--- src/logic/pvbf_defs.svh ---
// Constants of the preset, boot and fault record register bank.
// Assumes includers pull it in at file scope, ahead of their module.
// Operation
// - Select code 000 uses first preset register
// - Select code 101 uses sixth preset register
// - Select code 110 uses seventh preset register
// - Select code 111 uses eighth preset register
// - Boot pin level picks sixth, seventh, eighth
// - Sixteen-bit user revision word, no regulation effect
// - First record keeps previous power cycle faults
// - Writing zero clears record; host waits 5ms
// - Reserved record bits ignore writes, read zero
// - Bit 13 set on temperature pin fault
// - Bits 12:10 give sense fault location
// - Bits 9,8,7: input OV, UVLO, IO supply
// - Bit 6 set on power stage overtemperature
// - Rail 1 OV, UV, OC in 5,4,3
// - Rail 2 OV, UV, OC in 2,1,0
// - Second record holds phases one to four
// - Nibble codes: none, short, limit, hot, ground
// - Third record holds phases five, six, seven
`ifndef PVBF_DEFS_SVH
`define PVBF_DEFS_SVH

// Command codes
`define PVBF_CMD_PRESET5      8'h86
`define PVBF_CMD_PRESET6      8'h87
`define PVBF_CMD_PRESET7      8'h88
`define PVBF_CMD_USER_REV     8'hf9
`define PVBF_CMD_REC_GEN      8'hfc
`define PVBF_CMD_REC_PH14     8'hfd
`define PVBF_CMD_REC_PH57     8'hfe

// Reset values
`define PVBF_PRESET_RST       16'h0000
`define PVBF_USER_REV_RST     16'h0000
`define PVBF_REC_RST          16'h0000

// Record layout
`define PVBF_GEN_VALID_MASK   16'h3fff
`define PVBF_PH57_VALID_MASK  16'hff0f
`define PVBF_CLEAR_VALUE      16'h0000
`define PVBF_GEN_TEMP_BIT     13
`define PVBF_GEN_LOC_MSB      12
`define PVBF_GEN_LOC_LSB      10

// Select codes
`define PVBF_SEL_PRESET0      3'b000
`define PVBF_SEL_PRESET5      3'b101
`define PVBF_SEL_PRESET6      3'b110
`define PVBF_SEL_PRESET7      3'b111

// Clear wait
`define PVBF_CLEAR_WAIT_MS    5
`define PVBF_REF_CLK_KHZ      40000
`define PVBF_WAIT_CNT_W       18

`endif

--- src/logic/pvbf_pkg.sv ---
// Types of the preset, boot and fault record register bank.
// Assumes the constants header is compiled alongside.
package pvbf_pkg;

  typedef enum logic {
    PVBF_ST_IDLE,
    PVBF_ST_CLEARING
  } pvbf_clr_st_t;

  typedef enum logic [1:0] {
    PVBF_BOOT_LVL_LOW,
    PVBF_BOOT_LVL_MID,
    PVBF_BOOT_LVL_HIGH
  } pvbf_boot_lvl_t;

  // Fault causes seen this cycle; phase 1 is index 0
  typedef struct packed {
    logic            temp_sense_fault;
    logic [2:0]      sense_loc;
    logic            vin_ov;
    logic            vin_uv;
    logic            io_supply;
    logic            stage_otp;
    logic            r1_ov;
    logic            r1_uv;
    logic            r1_oc;
    logic            r2_ov;
    logic            r2_uv;
    logic            r2_oc;
    logic [6:0][3:0] phase_type;
  } pvbf_fault_ev_t;

  typedef struct packed {
    logic [15:0] gen;
    logic [15:0] ph14;
    logic [15:0] ph57;
  } pvbf_records_t;

endpackage

--- src/logic/pvbf_regs.sv ---
// Preset voltage code, boot code, user revision and fault record bank.
// Assumes a command port from the management bus engine, synchronous inputs,
// and a nonvolatile store that saves and restores the three records.
`timescale 1ns/1ps
`include "pvbf_defs.svh"

module pvbf_regs #(
  parameter int CLEAR_WAIT_CYC = `PVBF_CLEAR_WAIT_MS * `PVBF_REF_CLK_KHZ
) (
  // Clock and reset
  input  wire logic                    ref_clk_in,
  input  wire logic                    nrst_in,
  input  wire logic                    clk_en_in,
  // Command port
  input  wire logic [7:0]              cmd_code_in,
  input  wire logic                    cmd_wr_in,
  input  wire logic                    cmd_rd_in,
  input  wire logic [15:0]             cmd_wdata_in,
  output logic [15:0]                  rd_data_out,
  output logic                         rd_valid_out,
  output logic                         clear_busy_out,
  // Preset selection
  input  wire logic                    preset_select_pin_a,
  input  wire logic                    preset_select_pin_b,
  input  wire logic                    preset_select_pin_c,
  input  wire logic [4:0][15:0]        preset_low_in,
  input  wire pvbf_pkg::pvbf_boot_lvl_t boot_level_in,
  output logic [7:0]                   rail1_target_out,
  output logic [7:0]                   rail2_target_out,
  output logic [7:0]                   rail1_boot_out,
  output logic [7:0]                   rail2_boot_out,
  // Fault detection
  input  wire pvbf_pkg::pvbf_fault_ev_t fault_ev_in,
  // Nonvolatile backing
  input  wire logic                    nv_restore_in,
  input  wire pvbf_pkg::pvbf_records_t nv_rec_in,
  output pvbf_pkg::pvbf_records_t      nv_rec_out,
  output logic                         nv_store_req_out
);
  import pvbf_pkg::*;

  typedef struct packed {
    pvbf_clr_st_t                   st;
    logic [`PVBF_WAIT_CNT_W-1:0]    wait_cnt;
    logic [15:0]                    preset5;
    logic [15:0]                    preset6;
    logic [15:0]                    preset7;
    logic [15:0]                    user_rev;
    pvbf_records_t                  rec;
    logic [15:0]                    rd_data;
    logic                           rd_valid;
    logic [7:0]                     r1_tgt;
    logic [7:0]                     r2_tgt;
    logic [7:0]                     r1_boot;
    logic [7:0]                     r2_boot;
    logic                           nv_req;
  } pvbf_state_t;

  localparam logic [`PVBF_WAIT_CNT_W-1:0] WAIT_LAST =
    `PVBF_WAIT_CNT_W'(CLEAR_WAIT_CYC - 1);

  pvbf_state_t s_q;
  pvbf_state_t s_d;
  logic [2:0]  sel_code;

  assign sel_code = {preset_select_pin_a, preset_select_pin_b, preset_select_pin_c};

  // Preset word chosen by a select code
  function automatic logic [15:0] preset_word(input logic [2:0] code,
                                              input pvbf_state_t s,
                                              input logic [4:0][15:0] low);
    case (code)
      `PVBF_SEL_PRESET5: preset_word = s.preset5;
      `PVBF_SEL_PRESET6: preset_word = s.preset6;
      `PVBF_SEL_PRESET7: preset_word = s.preset7;
      default:           preset_word = low[code];
    endcase
  endfunction

  function automatic logic is_record(input logic [7:0] code);
    is_record = (code == `PVBF_CMD_REC_GEN) || (code == `PVBF_CMD_REC_PH14) ||
                (code == `PVBF_CMD_REC_PH57);
  endfunction

  function automatic logic [15:0] read_word(input logic [7:0] code, input pvbf_state_t s);
    case (code)
      `PVBF_CMD_PRESET5:  read_word = s.preset5;
      `PVBF_CMD_PRESET6:  read_word = s.preset6;
      `PVBF_CMD_PRESET7:  read_word = s.preset7;
      `PVBF_CMD_USER_REV: read_word = s.user_rev;
      `PVBF_CMD_REC_GEN:  read_word = s.rec.gen;
      `PVBF_CMD_REC_PH14: read_word = s.rec.ph14;
      `PVBF_CMD_REC_PH57: read_word = s.rec.ph57;
      default:            read_word = 16'h0000;
    endcase
  endfunction

  // New fault causes laid out as record words
  logic [15:0] ev_gen;
  logic [15:0] ev_ph14;
  logic [15:0] ev_ph57;

  assign ev_gen = {2'b00, fault_ev_in.temp_sense_fault, 3'b000,
                   fault_ev_in.vin_ov, fault_ev_in.vin_uv,
                   fault_ev_in.io_supply, fault_ev_in.stage_otp,
                   fault_ev_in.r1_ov, fault_ev_in.r1_uv, fault_ev_in.r1_oc,
                   fault_ev_in.r2_ov, fault_ev_in.r2_uv, fault_ev_in.r2_oc};

  // Phase nibbles: phases 1..4 high to low, then 5, 6, gap, 7
  genvar g;
  generate
    for (g = 0; g < 4; g++) begin : g_ph14
      assign ev_ph14[15-4*g -: 4] = fault_ev_in.phase_type[g];
    end
  endgenerate
  assign ev_ph57 = {fault_ev_in.phase_type[4], fault_ev_in.phase_type[5],
                    4'h0, fault_ev_in.phase_type[6]};

  always_comb begin
    logic        clr_gen;
    logic        clr_ph14;
    logic        clr_ph57;
    logic        wr_ok;
    logic [15:0] base;
    logic [15:0] boot_word;
    clr_gen   = 1'b0;
    clr_ph14  = 1'b0;
    clr_ph57  = 1'b0;
    wr_ok     = 1'b0;
    base      = 16'h0000;
    boot_word = 16'h0000;
    s_d       = s_q;
    s_d.nv_req   = 1'b0;
    s_d.rd_valid = 1'b0;

    // Clear wait sequencing; writes are refused while clearing
    case (s_q.st)
      PVBF_ST_IDLE: begin
        wr_ok = cmd_wr_in;
      end
      PVBF_ST_CLEARING: begin
        if (s_q.wait_cnt == WAIT_LAST) begin
          s_d.st       = PVBF_ST_IDLE;
          s_d.wait_cnt = '0;
        end else begin
          s_d.wait_cnt = s_q.wait_cnt + 1'b1;
        end
      end
      default: begin
        s_d.st = PVBF_ST_IDLE;
      end
    endcase

    if (wr_ok) begin
      case (cmd_code_in)
        `PVBF_CMD_PRESET5:  s_d.preset5  = cmd_wdata_in;
        `PVBF_CMD_PRESET6:  s_d.preset6  = cmd_wdata_in;
        `PVBF_CMD_PRESET7:  s_d.preset7  = cmd_wdata_in;
        `PVBF_CMD_USER_REV: s_d.user_rev = cmd_wdata_in;
        default: begin
        end
      endcase
      // Only the clear value acts on a record; other values are dropped
      if (is_record(cmd_code_in) && cmd_wdata_in == `PVBF_CLEAR_VALUE) begin
        clr_gen      = (cmd_code_in == `PVBF_CMD_REC_GEN);
        clr_ph14     = (cmd_code_in == `PVBF_CMD_REC_PH14);
        clr_ph57     = (cmd_code_in == `PVBF_CMD_REC_PH57);
        s_d.st       = PVBF_ST_CLEARING;
        s_d.wait_cnt = '0;
      end
    end

    // Restore from backing, else accumulate; a new cause wins over a clear
    if (nv_restore_in) begin
      s_d.rec.gen  = nv_rec_in.gen  & `PVBF_GEN_VALID_MASK;
      s_d.rec.ph14 = nv_rec_in.ph14;
      s_d.rec.ph57 = nv_rec_in.ph57 & `PVBF_PH57_VALID_MASK;
    end else begin
      base = clr_gen ? `PVBF_REC_RST : s_q.rec.gen;
      s_d.rec.gen = (base | ev_gen) & `PVBF_GEN_VALID_MASK;
      if (fault_ev_in.sense_loc != 3'b000) begin
        s_d.rec.gen[`PVBF_GEN_LOC_MSB:`PVBF_GEN_LOC_LSB] = fault_ev_in.sense_loc;
      end
      s_d.rec.ph14 = (clr_ph14 ? `PVBF_REC_RST : s_q.rec.ph14) | ev_ph14;
      s_d.rec.ph57 = ((clr_ph57 ? `PVBF_REC_RST : s_q.rec.ph57) | ev_ph57)
                     & `PVBF_PH57_VALID_MASK;
    end
    s_d.nv_req = (s_d.rec != s_q.rec) && !nv_restore_in;

    if (cmd_rd_in) begin
      s_d.rd_data  = read_word(cmd_code_in, s_q);
      s_d.rd_valid = 1'b1;
    end

    base       = preset_word(sel_code, s_q, preset_low_in);
    s_d.r1_tgt = base[15:8];
    s_d.r2_tgt = base[7:0];

    case (boot_level_in)
      PVBF_BOOT_LVL_LOW: boot_word = s_q.preset5;
      PVBF_BOOT_LVL_MID: boot_word = s_q.preset6;
      default:           boot_word = s_q.preset7;
    endcase
    s_d.r1_boot = boot_word[15:8];
    s_d.r2_boot = boot_word[7:0];
  end

  always_ff @(posedge ref_clk_in or negedge nrst_in) begin
    if (!nrst_in) begin
      s_q          <= '0;
      s_q.st       <= PVBF_ST_IDLE;
      s_q.preset5  <= `PVBF_PRESET_RST;
      s_q.preset6  <= `PVBF_PRESET_RST;
      s_q.preset7  <= `PVBF_PRESET_RST;
      s_q.user_rev <= `PVBF_USER_REV_RST;
    end else if (clk_en_in) begin
      s_q <= s_d;
    end
  end

  assign rd_data_out      = s_q.rd_data;
  assign rd_valid_out     = s_q.rd_valid;
  assign clear_busy_out   = (s_q.st == PVBF_ST_CLEARING);
  assign rail1_target_out = s_q.r1_tgt;
  assign rail2_target_out = s_q.r2_tgt;
  assign rail1_boot_out   = s_q.r1_boot;
  assign rail2_boot_out   = s_q.r2_boot;
  assign nv_rec_out       = s_q.rec;
  assign nv_store_req_out = s_q.nv_req;
endmodule // pvbf_regs

--- config.mk ---
export PLATFORM = sky130hd
export DESIGN_NAME = pvbf_regs
export DESIGN_NICKNAME = d
export VERILOG_FILES = /design/src/logic/pvbf_pkg.sv /design/src/logic/pvbf_regs.sv
export VERILOG_INCLUDE_DIRS = /design/src /design/src/logic
export SDC_FILE = /design/constraint.sdc
export NUM_CORES = 1
export LEC_CHECK = 0
export BUFFER_PORTS_ARGS = -buffer_cell sky130_fd_sc_hd__buf_4
export CAP_MARGIN = 20
export CORE_UTILIZATION = 55
export CTS_CLUSTER_SIZE = 30
export DETAILED_ROUTE_END_ITERATION = 8
export GPL_TIMING_DRIVEN = 0
export PLACE_DENSITY = 0.83
export SYNTH_ARGS = -nofsm -noshare
export SYNTH_HDL_FRONTEND = slang
export SYNTH_SLANG_ARGS = --single-unit
export TNS_END_PERCENT = 50
--- constraint.sdc ---
create_clock -name ref_clk_in -period 5.53 [get_ports ref_clk_in]
set_input_delay 1.106 -clock ref_clk_in [delete_from_list [all_inputs] [get_ports ref_clk_in]]
set_output_delay 1.106 -clock ref_clk_in [all_outputs]
set_load 0.01 [all_outputs]
==> results of run 1 <==
[final cells by class]
type                            count  area [um^2]  area share [%]
Multi-Input combinational cell    671         5577           39.08
Sequential cell                   175         4379           30.69
Timing Repair Buffer              286         2175           15.24
Buffer                            158         1044           7.312
Clock buffer                       18        439.2           3.077
Tap cell                          265        331.6           2.323
Inverter                           47        176.4           1.236
Clock inverter                     14        147.6           1.035
Antenna cell                        1        2.502         0.01753
[power groups by stage]
stage               Clock (mW)  Sequential, mW  Combinational [mW]
finish                    1.20            1.49               0.852
global route              1.26            1.50               0.914
CTS                       1.21            1.48               0.843
detailed placement           0            1.51               0.838
global placement             0            1.51               0.826
floorplan                    0            1.45               0.458
[kinds of logic after synthesis]
| family | after synthesis | synth area share [%] |
|---|---|---|
| multiplexers | 214 | 24.32 |
| buffers and inverters | 205 | 10.93 |
| other | 1 | 0.03361 |
| AO/OA/AOI/OAI | 246 | 15.44 |
| adder cells (fa/ha/maj) | 1 | 0.1121 |
| XOR/XNOR | 5 | 0.3925 |
| flip-flops | 175 | 39.25 |
| AND/OR/NAND/NOR | 199 | 9.510 |
[synthesized netlist by cell type (23+ instances only)]
cell type / n / area [um^2]
sky130_fd_sc_hd__o221ai_1: 24 / 210.2
sky130_fd_sc_hd__a22o_1: 29 / 254.0
sky130_fd_sc_hd__a21oi_1: 52 / 260.3
sky130_fd_sc_hd__mux2i_1: 75 / 750.7
sky130_fd_sc_hd__dfrtp_1: 175 / 4379
sky130_fd_sc_hd__clkbuf_1: 28 / 105.1
sky130_fd_sc_hd__o21ai_0: 36 / 180.2
sky130_fd_sc_hd__mux4_2: 32 / 720.7
sky130_fd_sc_hd__buf_4: 101 / 758.2
sky130_fd_sc_hd__mux2_2: 74 / 833.3
sky130_fd_sc_hd__nand2_1: 60 / 225.2
sky130_fd_sc_hd__inv_1: 47 / 176.4
sky130_fd_sc_hd__nor2_1: 50 / 187.7
sky130_fd_sc_hd__mux2_1: 23 / 259.0
[layer usage]
metal  up-vias  share of wire [%]  track usage (%)  wire, um
li1       4429                  -                -         -
met1      5013                 39            50.56     15640
met2       593                 47            60.98     18600
met3        99                 10            11.13      4044
met4         4                3.4            15.68      1351
met5         -              0.063                0        25
[flip-flops by register name, indices dropped and copies added (netlist names)]
name	flops
s_q	82
nv_rec_out	42
rd_data_out	16
rail1_boot_out	8
rail1_target_out	8
rail2_boot_out	8
rail2_target_out	8
clear_busy_out	1
nv_store_req_out	1
rd_valid_out	1
[final timing paths]
check,slack (ns),depth (start not counted),end,start
setup / recovery,2.60,9,nv_rec_out[34]$_DFFE_PN0P_,cmd_wdata_in[2]
hold / removal,0.49,1,s_q[177]$_DFFE_PN0P_,s_q[177]$_DFFE_PN0P_
setup reg to reg,3.27,7,nv_store_req_out$_DFFE_PN0P_,nv_rec_out[14]$_DFFE_PN0P_
hold reg to reg,0.49,1,s_q[177]$_DFFE_PN0P_,s_q[177]$_DFFE_PN0P_
max in group asynchronous,3.95,2,nv_rec_out[16]$_DFFE_PN0P_,nrst_in
min in group asynchronous,0.63,1,nv_rec_out[10]$_DFFE_PN0P_,nrst_in
[cell usage in the layout, fill, tap and decap left out, drive strengths merged, types with 3 or more instances in the layout]
cell and instances:
a21o 4, a21oi 53, a221oi 11, a22o 29, a22oi 10, a2bb2oi 3, a31oi 6, and2 3
and3 6, and4 3, buf 416, clkbuf 46, clkinv 5, conb 6, dfrtp 175, inv 54
mux2 107, mux2i 75, mux4 32, nand2 62, nand2b 16, nand3 10, nand4 6, nor2 51
nor2b 6, nor3 10, nor4 12, o2111ai 4, o21ai 46, o221ai 24, o22ai 20, o2bb2ai 10
o31ai 9, o41ai 4, or2 4, xor2 5
==> flow_summary_export.csv, run 1 <==
group,metric,value,unit
timing,period_minus_slack,2.931,ns
timing,timing.hold.ws,0.4940,ns
placement,place_area,13680,um^2
placement,dp_cells,1602,
global_routing,antenna_violations_before_repair,3,
global_routing,grt_overflow,0,
power_and_ir_drop,cellLeakagePower,6.971,nW
floorplanning,initial_utilization,56.77,%
timing,worst_slack,2.599,ns
worst_hold_path,hold_path_class,"reg2reg",
setup_path,critical_path.slowest_cell,"sky130_fd_sc_hd__nor4_1",
setup_path,cp_num_buf_inv,2,
route,vias,10140,
timing,finalSetupTns,0,ns
timing,setup_violations,0,
clock_tree,cts.root.buffer_cell,"sky130_fd_sc_hd__clkbuf_16",
run,cap_viol_max_count,0,
clock_tree,setup_buffers_after_cts,0,
clock_tree,cts.hold.buffers_added,0,
power_and_ir_drop,power.total,3.548,mW
timing,headroom_to_the_max_slew_limit,33.37,%
placement,dpl.hpwl,31440,um
timing,fin_skew,0.01001,ns
clock_tree,cts_made_buffers,17,
clock_tree,cts_buffer_depth,2,
timing,timing.final.hold_violations,0,
yosys,netlist_area,11160,um^2
clock_tree,clkSinkCount,175,
power_and_ir_drop,netSwitchingFraction,31.82,%
yosys,synth_cell_types,78,
placement,gp_congestion,1.011,
placement,buffer_ports.inserted,285,
floorplanning,std_cell_rows,51,
final_layout,fin_util,72.61,%
setup_path,worstPathCellList,"buf_4 -> nor4_1 -> nand3_1 -> or2_4 -> nor4_4 -> or2_2 -> nand2_2 -> buf_6 -> a22o_1",
clock_tree,cts.repair.resized,0,
setup_path,worstSetupPathType,"in2reg",
clock_tree,clk_pin_slew,0.07,ns
global_routing,via_count_of_the_first_global_routing_pass,9858,
setup_path,required_time_reported_for_the_critical_path_endpoint,5.85,ns
final_layout,area_growth,27.91,%
yosys,synth_seq_area_share,39.25,%
global_routing,globalRouteTotalUtil,38.88,%
yosys,synth_ff_type,"sky130_fd_sc_hd__dfrtp_1",
route,drtIter0Drc,918,
setup_path,worst_ep_arrival_time,3.25,ns
clock_tree,clkLatencyLatePin,0.44,ns
timing,finalCritPeriodShare,53.00,%
timing,worstMarginPinSlew,0.9918,ns
timing,timing_max_transition_violations_final,0,
route,viasPerCell,6.201,
power_and_ir_drop,power.switching,1.129,mW
yosys,number_of_enable_type_register_cells_in_the_synthesized_netlist,0,
power_and_ir_drop,combinationalPowerShare,24.0,%
yosys,ys_seq_elements,175,
global_routing,grt_max_degree,90,
floorplanning,core_region_area,19650,um^2
yosys,synth-warning-count,0,
placement,preCtsSetupSlack,2.319,ns
run_status,status,"complete, no violations",
final_layout,final_area,14270,um^2
route,drc_violation_count_after_routing,0,
power_and_ir_drop,power.sequential.fraction,42.1,%
route,drt.antenna.violating_nets,0,
timing,max_freq,341.2,MHz
floorplanning,die_area,20860,um^2
setup_path,cpLargestDelayFamily,"simple AND/OR/NAND/NOR gates",
route,drt-pass1-iter-count,5,
final_layout,layout.cells.non_filler,1635,
route,routed_wire_length_per_instance,24.26,um
route,wirelength,39670,um
floorplanning,fp.dieW,144.4,um
global_routing,grt_first_pass_wirelength,58610,um
power_and_ir_drop,clkPwrFrac,33.9,%
power_and_ir_drop,maximum_vdd_drop,268.7,uV
clock_tree,tritoncts,"built",
timing,unrepaired_setup_endpoints_after_global_routing,"no",
final_layout,drive_above_1_share,42.80,%
floorplanning,die_h,144.4,um
power_and_ir_drop,power.density,248.6,nW/um^2
floorplanning,boundaryPins,304,
clock_tree,h-tree-depth,4,
setup_path,start_kind,"input pin",
yosys,synthArstFlopShare,100.0,%
power_and_ir_drop,intPower,2.419,mW
final_layout,fillers,1448,
yosys,cells_after_synthesis,1046,
setup_path,path_max_fanout,10,
yosys,postSynthAreaPerCell,10.67,um^2
final_layout,layout.nets,1562,
setup_path,critPathMaxStageDelay,0.43,ns
setup_path,critPathCaptureType,"flop",
Note: power is estimated with default switching activity, not from simulation.
==> run 2: changes to the inputs <==
- CORE_UTILIZATION: 55 -> 54
- PLACE_DENSITY: 0.83 -> 0.82
- clock period: 5.53 -> 3.1 ns (I/O delays scaled with it)
==> flow_summary_export.csv, run 2 (synthesis results as in run 1) <==
group,metric,value,unit
floorplanning,die_area,21240,um^2
run,cap_viol_max_count,0,
setup_path,reg2reg_to,"nv_rec_out[32]$_DFFE_PN0P_",
placement,buffer_ports.inserted,285,
final_layout,multiInputGateArea,5577,um^2
timing,max_freq,405.7,MHz
timing,finalSetupTns,0,ns
floorplanning,boundaryPins,304,
setup_path,rrSetupSlack,0.81,ns
route,routed_wire_length_per_instance,23.84,um
floorplanning,std_cell_rows,52,
timing,headroom_to_the_max_slew_limit,31.20,%
global_routing,globalRouteTotalUtil,37.31,%
clock_tree,setup_buffers_after_cts,0,
final_layout,fin_util,70.50,%
run_status,status,"complete, no violations",
final_layout,fillers,1548,
timing,unrepaired_setup_endpoints_after_global_routing,"no",
timing,period_minus_slack,2.465,ns
setup_path,worst_ep_arrival_time,2.78,ns
placement,gp_congestion,1.016,
timing,timing.final.hold_violations,0,
route,drt.antenna.violating_nets,0,
final_layout,final_area,14270,um^2
final_layout,layout.cells.most_common,"sky130_fd_sc_hd__buf_4",
final_layout,largest-register,"s_q",
power_and_ir_drop,power.density,442.1,nW/um^2
power_and_ir_drop,maximum_vdd_drop,450.4,uV
clock_tree,h-tree-depth,4,
timing,finalCritPeriodShare,79.52,%
clock_tree,cts.hold.buffers_added,0,
final_layout,largest_register_ff_count,82,
route,drt-pass1-iter-count,5,
setup_path,start_kind,"input pin",
setup_path,path_max_fanout,10,
final_layout,sequential_cell_area,4379,um^2
global_routing,antenna_violations_before_repair,0,
setup_path,worstSetupPathType,"in2reg",
route,wirelength,39080,um
setup_path,timing.reg2reg.worst_path_depth,8,
route,viasPerCell,6.143,
floorplanning,initial_utilization,55.14,%
setup_path,critPathCaptureType,"flop",
setup_path,worstPathCellList,"buf_4 -> nor4_1 -> nand3_1 -> or2_4 -> nor4_4 -> or2_2 -> nand2_2 -> buf_6 -> a22o_1",
clock_tree,cts_made_buffers,17,
global_routing,grt_overflow,0,
floorplanning,core_region_area,20230,um^2
final_layout,layout.nets,1562,
placement,preCtsSetupSlack,0.3169,ns
setup_path,critical_path.slowest_cell,"sky130_fd_sc_hd__nor4_1",
placement,dpl.hpwl,30750,um
final_layout,antenna_cells,0,
final_layout,area_growth,27.87,%
timing,worst_slack,0.6350,ns
route,drtIter0Drc,836,
global_routing,grt_max_degree,110,
floorplanning,die_h,145.7,um
global_routing,grt_first_pass_wirelength,59110,um
timing,fin_skew,0.009689,ns
setup_path,critical_path.endpoint,"nv_rec_out[32]$_DFFE_PN0P_",
route,vias,10070,
timing,worstMarginPinSlew,1.024,ns
clock_tree,tritoncts,"built",
worst_hold_path,hold_path_class,"in2async",
route,drc_violation_count_after_routing,0,
setup_path,setup.worst_path.start,"cmd_wdata_in[2]",
clock_tree,cts.repair.resized,0,
final_layout,drive_above_1_share,42.73,%
floorplanning,fp.dieW,145.7,um
setup_path,rr_startpoint,"clear_busy_out$_DFFE_PN0P_",
clock_tree,clkLatencyLatePin,0.44,ns
clock_tree,cts_buffer_depth,2,
setup_path,required_time_reported_for_the_critical_path_endpoint,3.42,ns
power_and_ir_drop,cellLeakagePower,6.972,nW
clock_tree,clkSinkCount,175,
clock_tree,clk_pin_slew,0.07,ns
setup_path,critPathMaxStageDelay,0.41,ns
final_layout,layout.cells.non_filler,1639,
timing,timing_max_transition_violations_final,0,
timing,setup_violations,0,
placement,dp_cells,1607,
power_and_ir_drop,power.total,6.307,mW
global_routing,via_count_of_the_first_global_routing_pass,9902,
clock_tree,cts.root.buffer_cell,"sky130_fd_sc_hd__clkbuf_16",
final_layout,layout_common_cells,"sky130_fd_sc_hd__buf_4 (385), sky130_fd_sc_hd__dfrtp_1 (175), sky130_fd_sc_hd__mux2i_1 (75)",
timing,timing.hold.ws,0.1356,ns
placement,place_area,13690,um^2
==> run 2: changes by cell type in the layout (fill, tap and decap cells not counted) <==
cell and delta:
sky130_fd_sc_hd__bufinv_16 +1, sky130_fd_sc_hd__clkbuf_1 +1, sky130_fd_sc_hd__clkbuf_8 +1, sky130_fd_sc_hd__clkinv_2 +1, sky130_fd_sc_hd__clkinv_8 -2, sky130_fd_sc_hd__clkinvlp_4 -1, sky130_fd_sc_hd__diode_2 -1, sky130_fd_sc_hd__inv_6 +4
sky130_fd_sc_hd__inv_8 -5
==> run 2: worst min-delay path by stage <==
| stage | startpoint | to | slack [ns] | cells past startpoint |
|---|---|---|---|---|
| floorplan | nrst_in | clear_busy_out$_DFFE_PN0P_ | 0.32 | 0 |
| global placement | rd_valid_out$_DFFE_PN0P_ | rd_valid_out$_DFFE_PN0P_ | 0.47 | 1 |
| detailed placement | rd_valid_out$_DFFE_PN0P_ | rd_valid_out$_DFFE_PN0P_ | 0.48 | 1 |
| CTS | nrst_in | rail1_target_out[4]$_DFFE_PN0P_ | 0.14 | 1 |
| global route | nrst_in | rail1_target_out[4]$_DFFE_PN0P_ | 0.17 | 1 |
| finish | nrst_in | rail1_target_out[4]$_DFFE_PN0P_ | 0.14 | 1 |
==> run 2: power breakdown <==
group	switching [mW]	total [mW]	internal [mW]	leakage, nW
combinational	0.722	1.51	0.786	4.44
sequential	0.222	2.66	2.43	2.25
clock	0.974	2.14	1.17	0.283
total	1.92	6.31	4.39	6.97
==> run 2: cell type report <==
type                            instances  area share (%)
Multi-Input combinational cell        671           39.09
Sequential cell                       175           30.70
Timing Repair Buffer                  286           15.24
Clock buffer                           20           3.201
Buffer                                158           7.314
Tap cell                              270           2.368
Clock inverter                         12          0.8507
Inverter                               47           1.237
==> run 2: layer usage <==
layer / share of wire, % / up-vias / GRT usage, % / routed length [um]
met5: 0 / - / 0 / 0
met1: 39 / 5000 / 49.48 / 15420
li1: - / 4419 / - / -
met3: 9.0 / 101 / 8.621 / 3534
met4: 3.8 / 0 / 16.05 / 1481
met2: 48 / 548 / 58.76 / 18640
==> run 2: worst max-delay path: cells and delay by family <==
kind                   cells  cell delay [ns]
AO/OA/AOI/OAI              1             0.25
buffers and inverters      2             0.30
AND/OR/NAND/NOR            6             1.58
==> run 3: changes to the inputs <==
- clock period: 3.1 -> 2.4 ns (I/O delays scaled with it)
==> flow_summary_export.csv, run 3 (synthesis results as in run 1) <==
group,metric,value,unit
floorplanning,initial_utilization,55.14,%
setup_path,critPathMaxStageDelay,0.42,ns
timing,period_minus_slack,2.343,ns
global_routing,grt_first_pass_wirelength,59110,um
setup_path,worstSetupPathType,"in2reg",
clock_tree,cts_made_buffers,17,
clock_tree,clk_pin_slew,0.07,ns
placement,preCtsSetupSlack,-0.2431,ns
floorplanning,fp.dieW,145.7,um
setup_path,rr_startpoint,"clear_busy_out$_DFFE_PN0P_",
setup_path,rrSetupSlack,0.17,ns
power_and_ir_drop,power.switching,2.469,mW
final_layout,layout.cells.most_common,"sky130_fd_sc_hd__buf_4",
placement,place_area,13690,um^2
power_and_ir_drop,power.sequential.fraction,42.1,%
run,cap_viol_max_count,0,
worst_hold_path,hold_path_class,"in2async",
clock_tree,cts_buffer_depth,2,
route,drtIter0Drc,785,
setup_path,reg2reg_to,"nv_rec_out[32]$_DFFE_PN0P_",
final_layout,largest-register,"s_q",
clock_tree,clkLatencyLatePin,0.44,ns
setup_path,worstPathCellList,"buf_4 -> nor4_1 -> nand3_1 -> or2_4 -> nor4_4 -> or2_2 -> nand2_2 -> buf_6 -> a22o_1",
timing,finalCritPeriodShare,97.62,%
clock_tree,h-tree-depth,4,
floorplanning,boundaryPins,304,
floorplanning,std_cell_rows,52,
route,routed_wire_length_per_instance,23.84,um
final_layout,antenna_cells,0,
run_status,failing_checks,"negative hold slack",
setup_path,required_time_reported_for_the_critical_path_endpoint,2.72,ns
global_routing,grt_max_degree,110,
power_and_ir_drop,maximum_vdd_drop,583.1,uV
floorplanning,die_area,21240,um^2
final_layout,drive_above_1_share,42.80,%
clock_tree,cts.hold.buffers_added,0,
setup_path,critical_path.slowest_cell,"sky130_fd_sc_hd__nor4_1",
route,wirelength,39070,um
timing,worst_slack,0.05721,ns
final_layout,multiInputGateArea,5579,um^2
timing,timing_max_transition_violations_final,0,
run_status,status,"complete, but fails checks",
floorplanning,core_region_area,20230,um^2
placement,gp_congestion,1.016,
timing,timing.final.hold_violations,7,
route,drt.antenna.violating_nets,0,
power_and_ir_drop,clkPwrFrac,33.9,%
final_layout,layout.nets,1562,
final_layout,layout_common_cells,"sky130_fd_sc_hd__buf_4 (385), sky130_fd_sc_hd__dfrtp_1 (175), sky130_fd_sc_hd__mux2i_1 (75)",
global_routing,via_count_of_the_first_global_routing_pass,9902,
power_and_ir_drop,cellLeakagePower,6.973,nW
global_routing,grt_overflow,0,
clock_tree,cts.repair.resized,0,
clock_tree,tritoncts,"built",
global_routing,antenna_violations_before_repair,0,
route,drc_violation_count_after_routing,0,
setup_path,cp_num_buf_inv,2,
timing,worstMarginPinSlew,1.018,ns
timing,timing.hold.ws,-0.005535,ns
timing,unrepaired_setup_endpoints_after_global_routing,"no",
power_and_ir_drop,netSwitchingFraction,30.34,%
timing,headroom_to_the_max_slew_limit,31.59,%
final_layout,largest_register_ff_count,82,
power_and_ir_drop,intPower,5.667,mW
setup_path,critPathCaptureType,"flop",
clock_tree,clkSinkCount,175,
timing,max_freq,426.8,MHz
global_routing,globalRouteTotalUtil,37.31,%
timing,fin_skew,0.009340,ns
placement,buffer_ports.inserted,285,
final_layout,sequential_cell_area,4379,um^2
floorplanning,die_h,145.7,um
final_layout,area_growth,27.89,%
placement,dpl.hpwl,30750,um
route,vias,10050,
setup_path,timing.reg2reg.worst_path_depth,8,
timing,setup_violations,0,
power_and_ir_drop,combinationalPowerShare,24.0,%
clock_tree,cts.root.buffer_cell,"sky130_fd_sc_hd__clkbuf_16",
clock_tree,setup_buffers_after_cts,0,
setup_path,path_max_fanout,10,
route,drt-pass1-iter-count,5,
route,viasPerCell,6.129,
setup_path,cpLargestDelayFamily,"simple AND/OR/NAND/NOR gates",
final_layout,fillers,1548,
power_and_ir_drop,power.density,570.2,nW/um^2
setup_path,start_kind,"input pin",
setup_path,worst_ep_arrival_time,2.66,ns
final_layout,final_area,14270,um^2
## run 3: worst register-to-register path: cells and delay by family (launching register included)
kind,cells,cell delay (ns)
simple gates,6,1.21
buf+inv,1,0.16
compound gates,1,0.26
flops,1,0.48
## run 3: final cells by class
type	count	area share (%)
multi-input combinational	671	39.10
inverter	47	1.236
sequential	175	30.69
tap	270	2.368
timing repair buffer	286	15.24
clock buffer	20	3.201
clock inverter	12	0.8506
buffer	158	7.313
## run 3: per-stage QoR
step                power, mW  cells  TNS [ns]  util (%)  hold slack [ns]
finish                  8.136   1639         0     70.52        -0.005535
global route            8.429   1639         0     70.52          0.02820
CTS                     8.115   1639         0     70.50         0.004951
detailed placement      5.385   1607    -7.331     67.65           0.4641
global placement        5.357   1606    -37.98     67.47           0.4747
floorplan               4.407   1051         0         -           0.1844
## run 3: power groups by stage
stage / logic, mW / registers (mW) / clock network, mW
after floorplan: 1.06 / 3.35 / 0
after global placement: 1.90 / 3.46 / 0
after detailed placement: 1.92 / 3.47 / 0
after CTS: 1.93 / 3.41 / 2.77
after global routing: 2.07 / 3.44 / 2.92
final: 1.95 / 3.43 / 2.76
## run 3: layer usage
metal	vias to the layer above	part of all wire, %	GRT usage [%]
met5	-	0	0
met2	553	47	58.76
met3	112	8.8	8.621
met1	4961	40	49.48
li1	4419	-	-
met4	0	4.0	16.05
## run 3: worst max path at each step
stage | slack (ns) | to | start | depth (start not counted)
2_1_floorplan | 0.36 | s_q[104]$_DFFE_PN0P_ | cmd_code_in[1] | 7
3_3_place_gp | -0.26 | nv_rec_out[34]$_DFFE_PN0P_ | cmd_wdata_in[13] | 9
3_5_place_dp | -0.24 | nv_rec_out[32]$_DFFE_PN0P_ | cmd_wdata_in[10] | 9
4_1_cts | 0.17 | nv_rec_out[32]$_DFFE_PN0P_ | clear_busy_out$_DFFE_PN0P_ | 8
5_1_grt | 0.02 | nv_rec_out[32]$_DFFE_PN0P_ | cmd_wdata_in[13] | 9
6_report | 0.06 | nv_rec_out[32]$_DFFE_PN0P_ | cmd_wdata_in[2] | 9
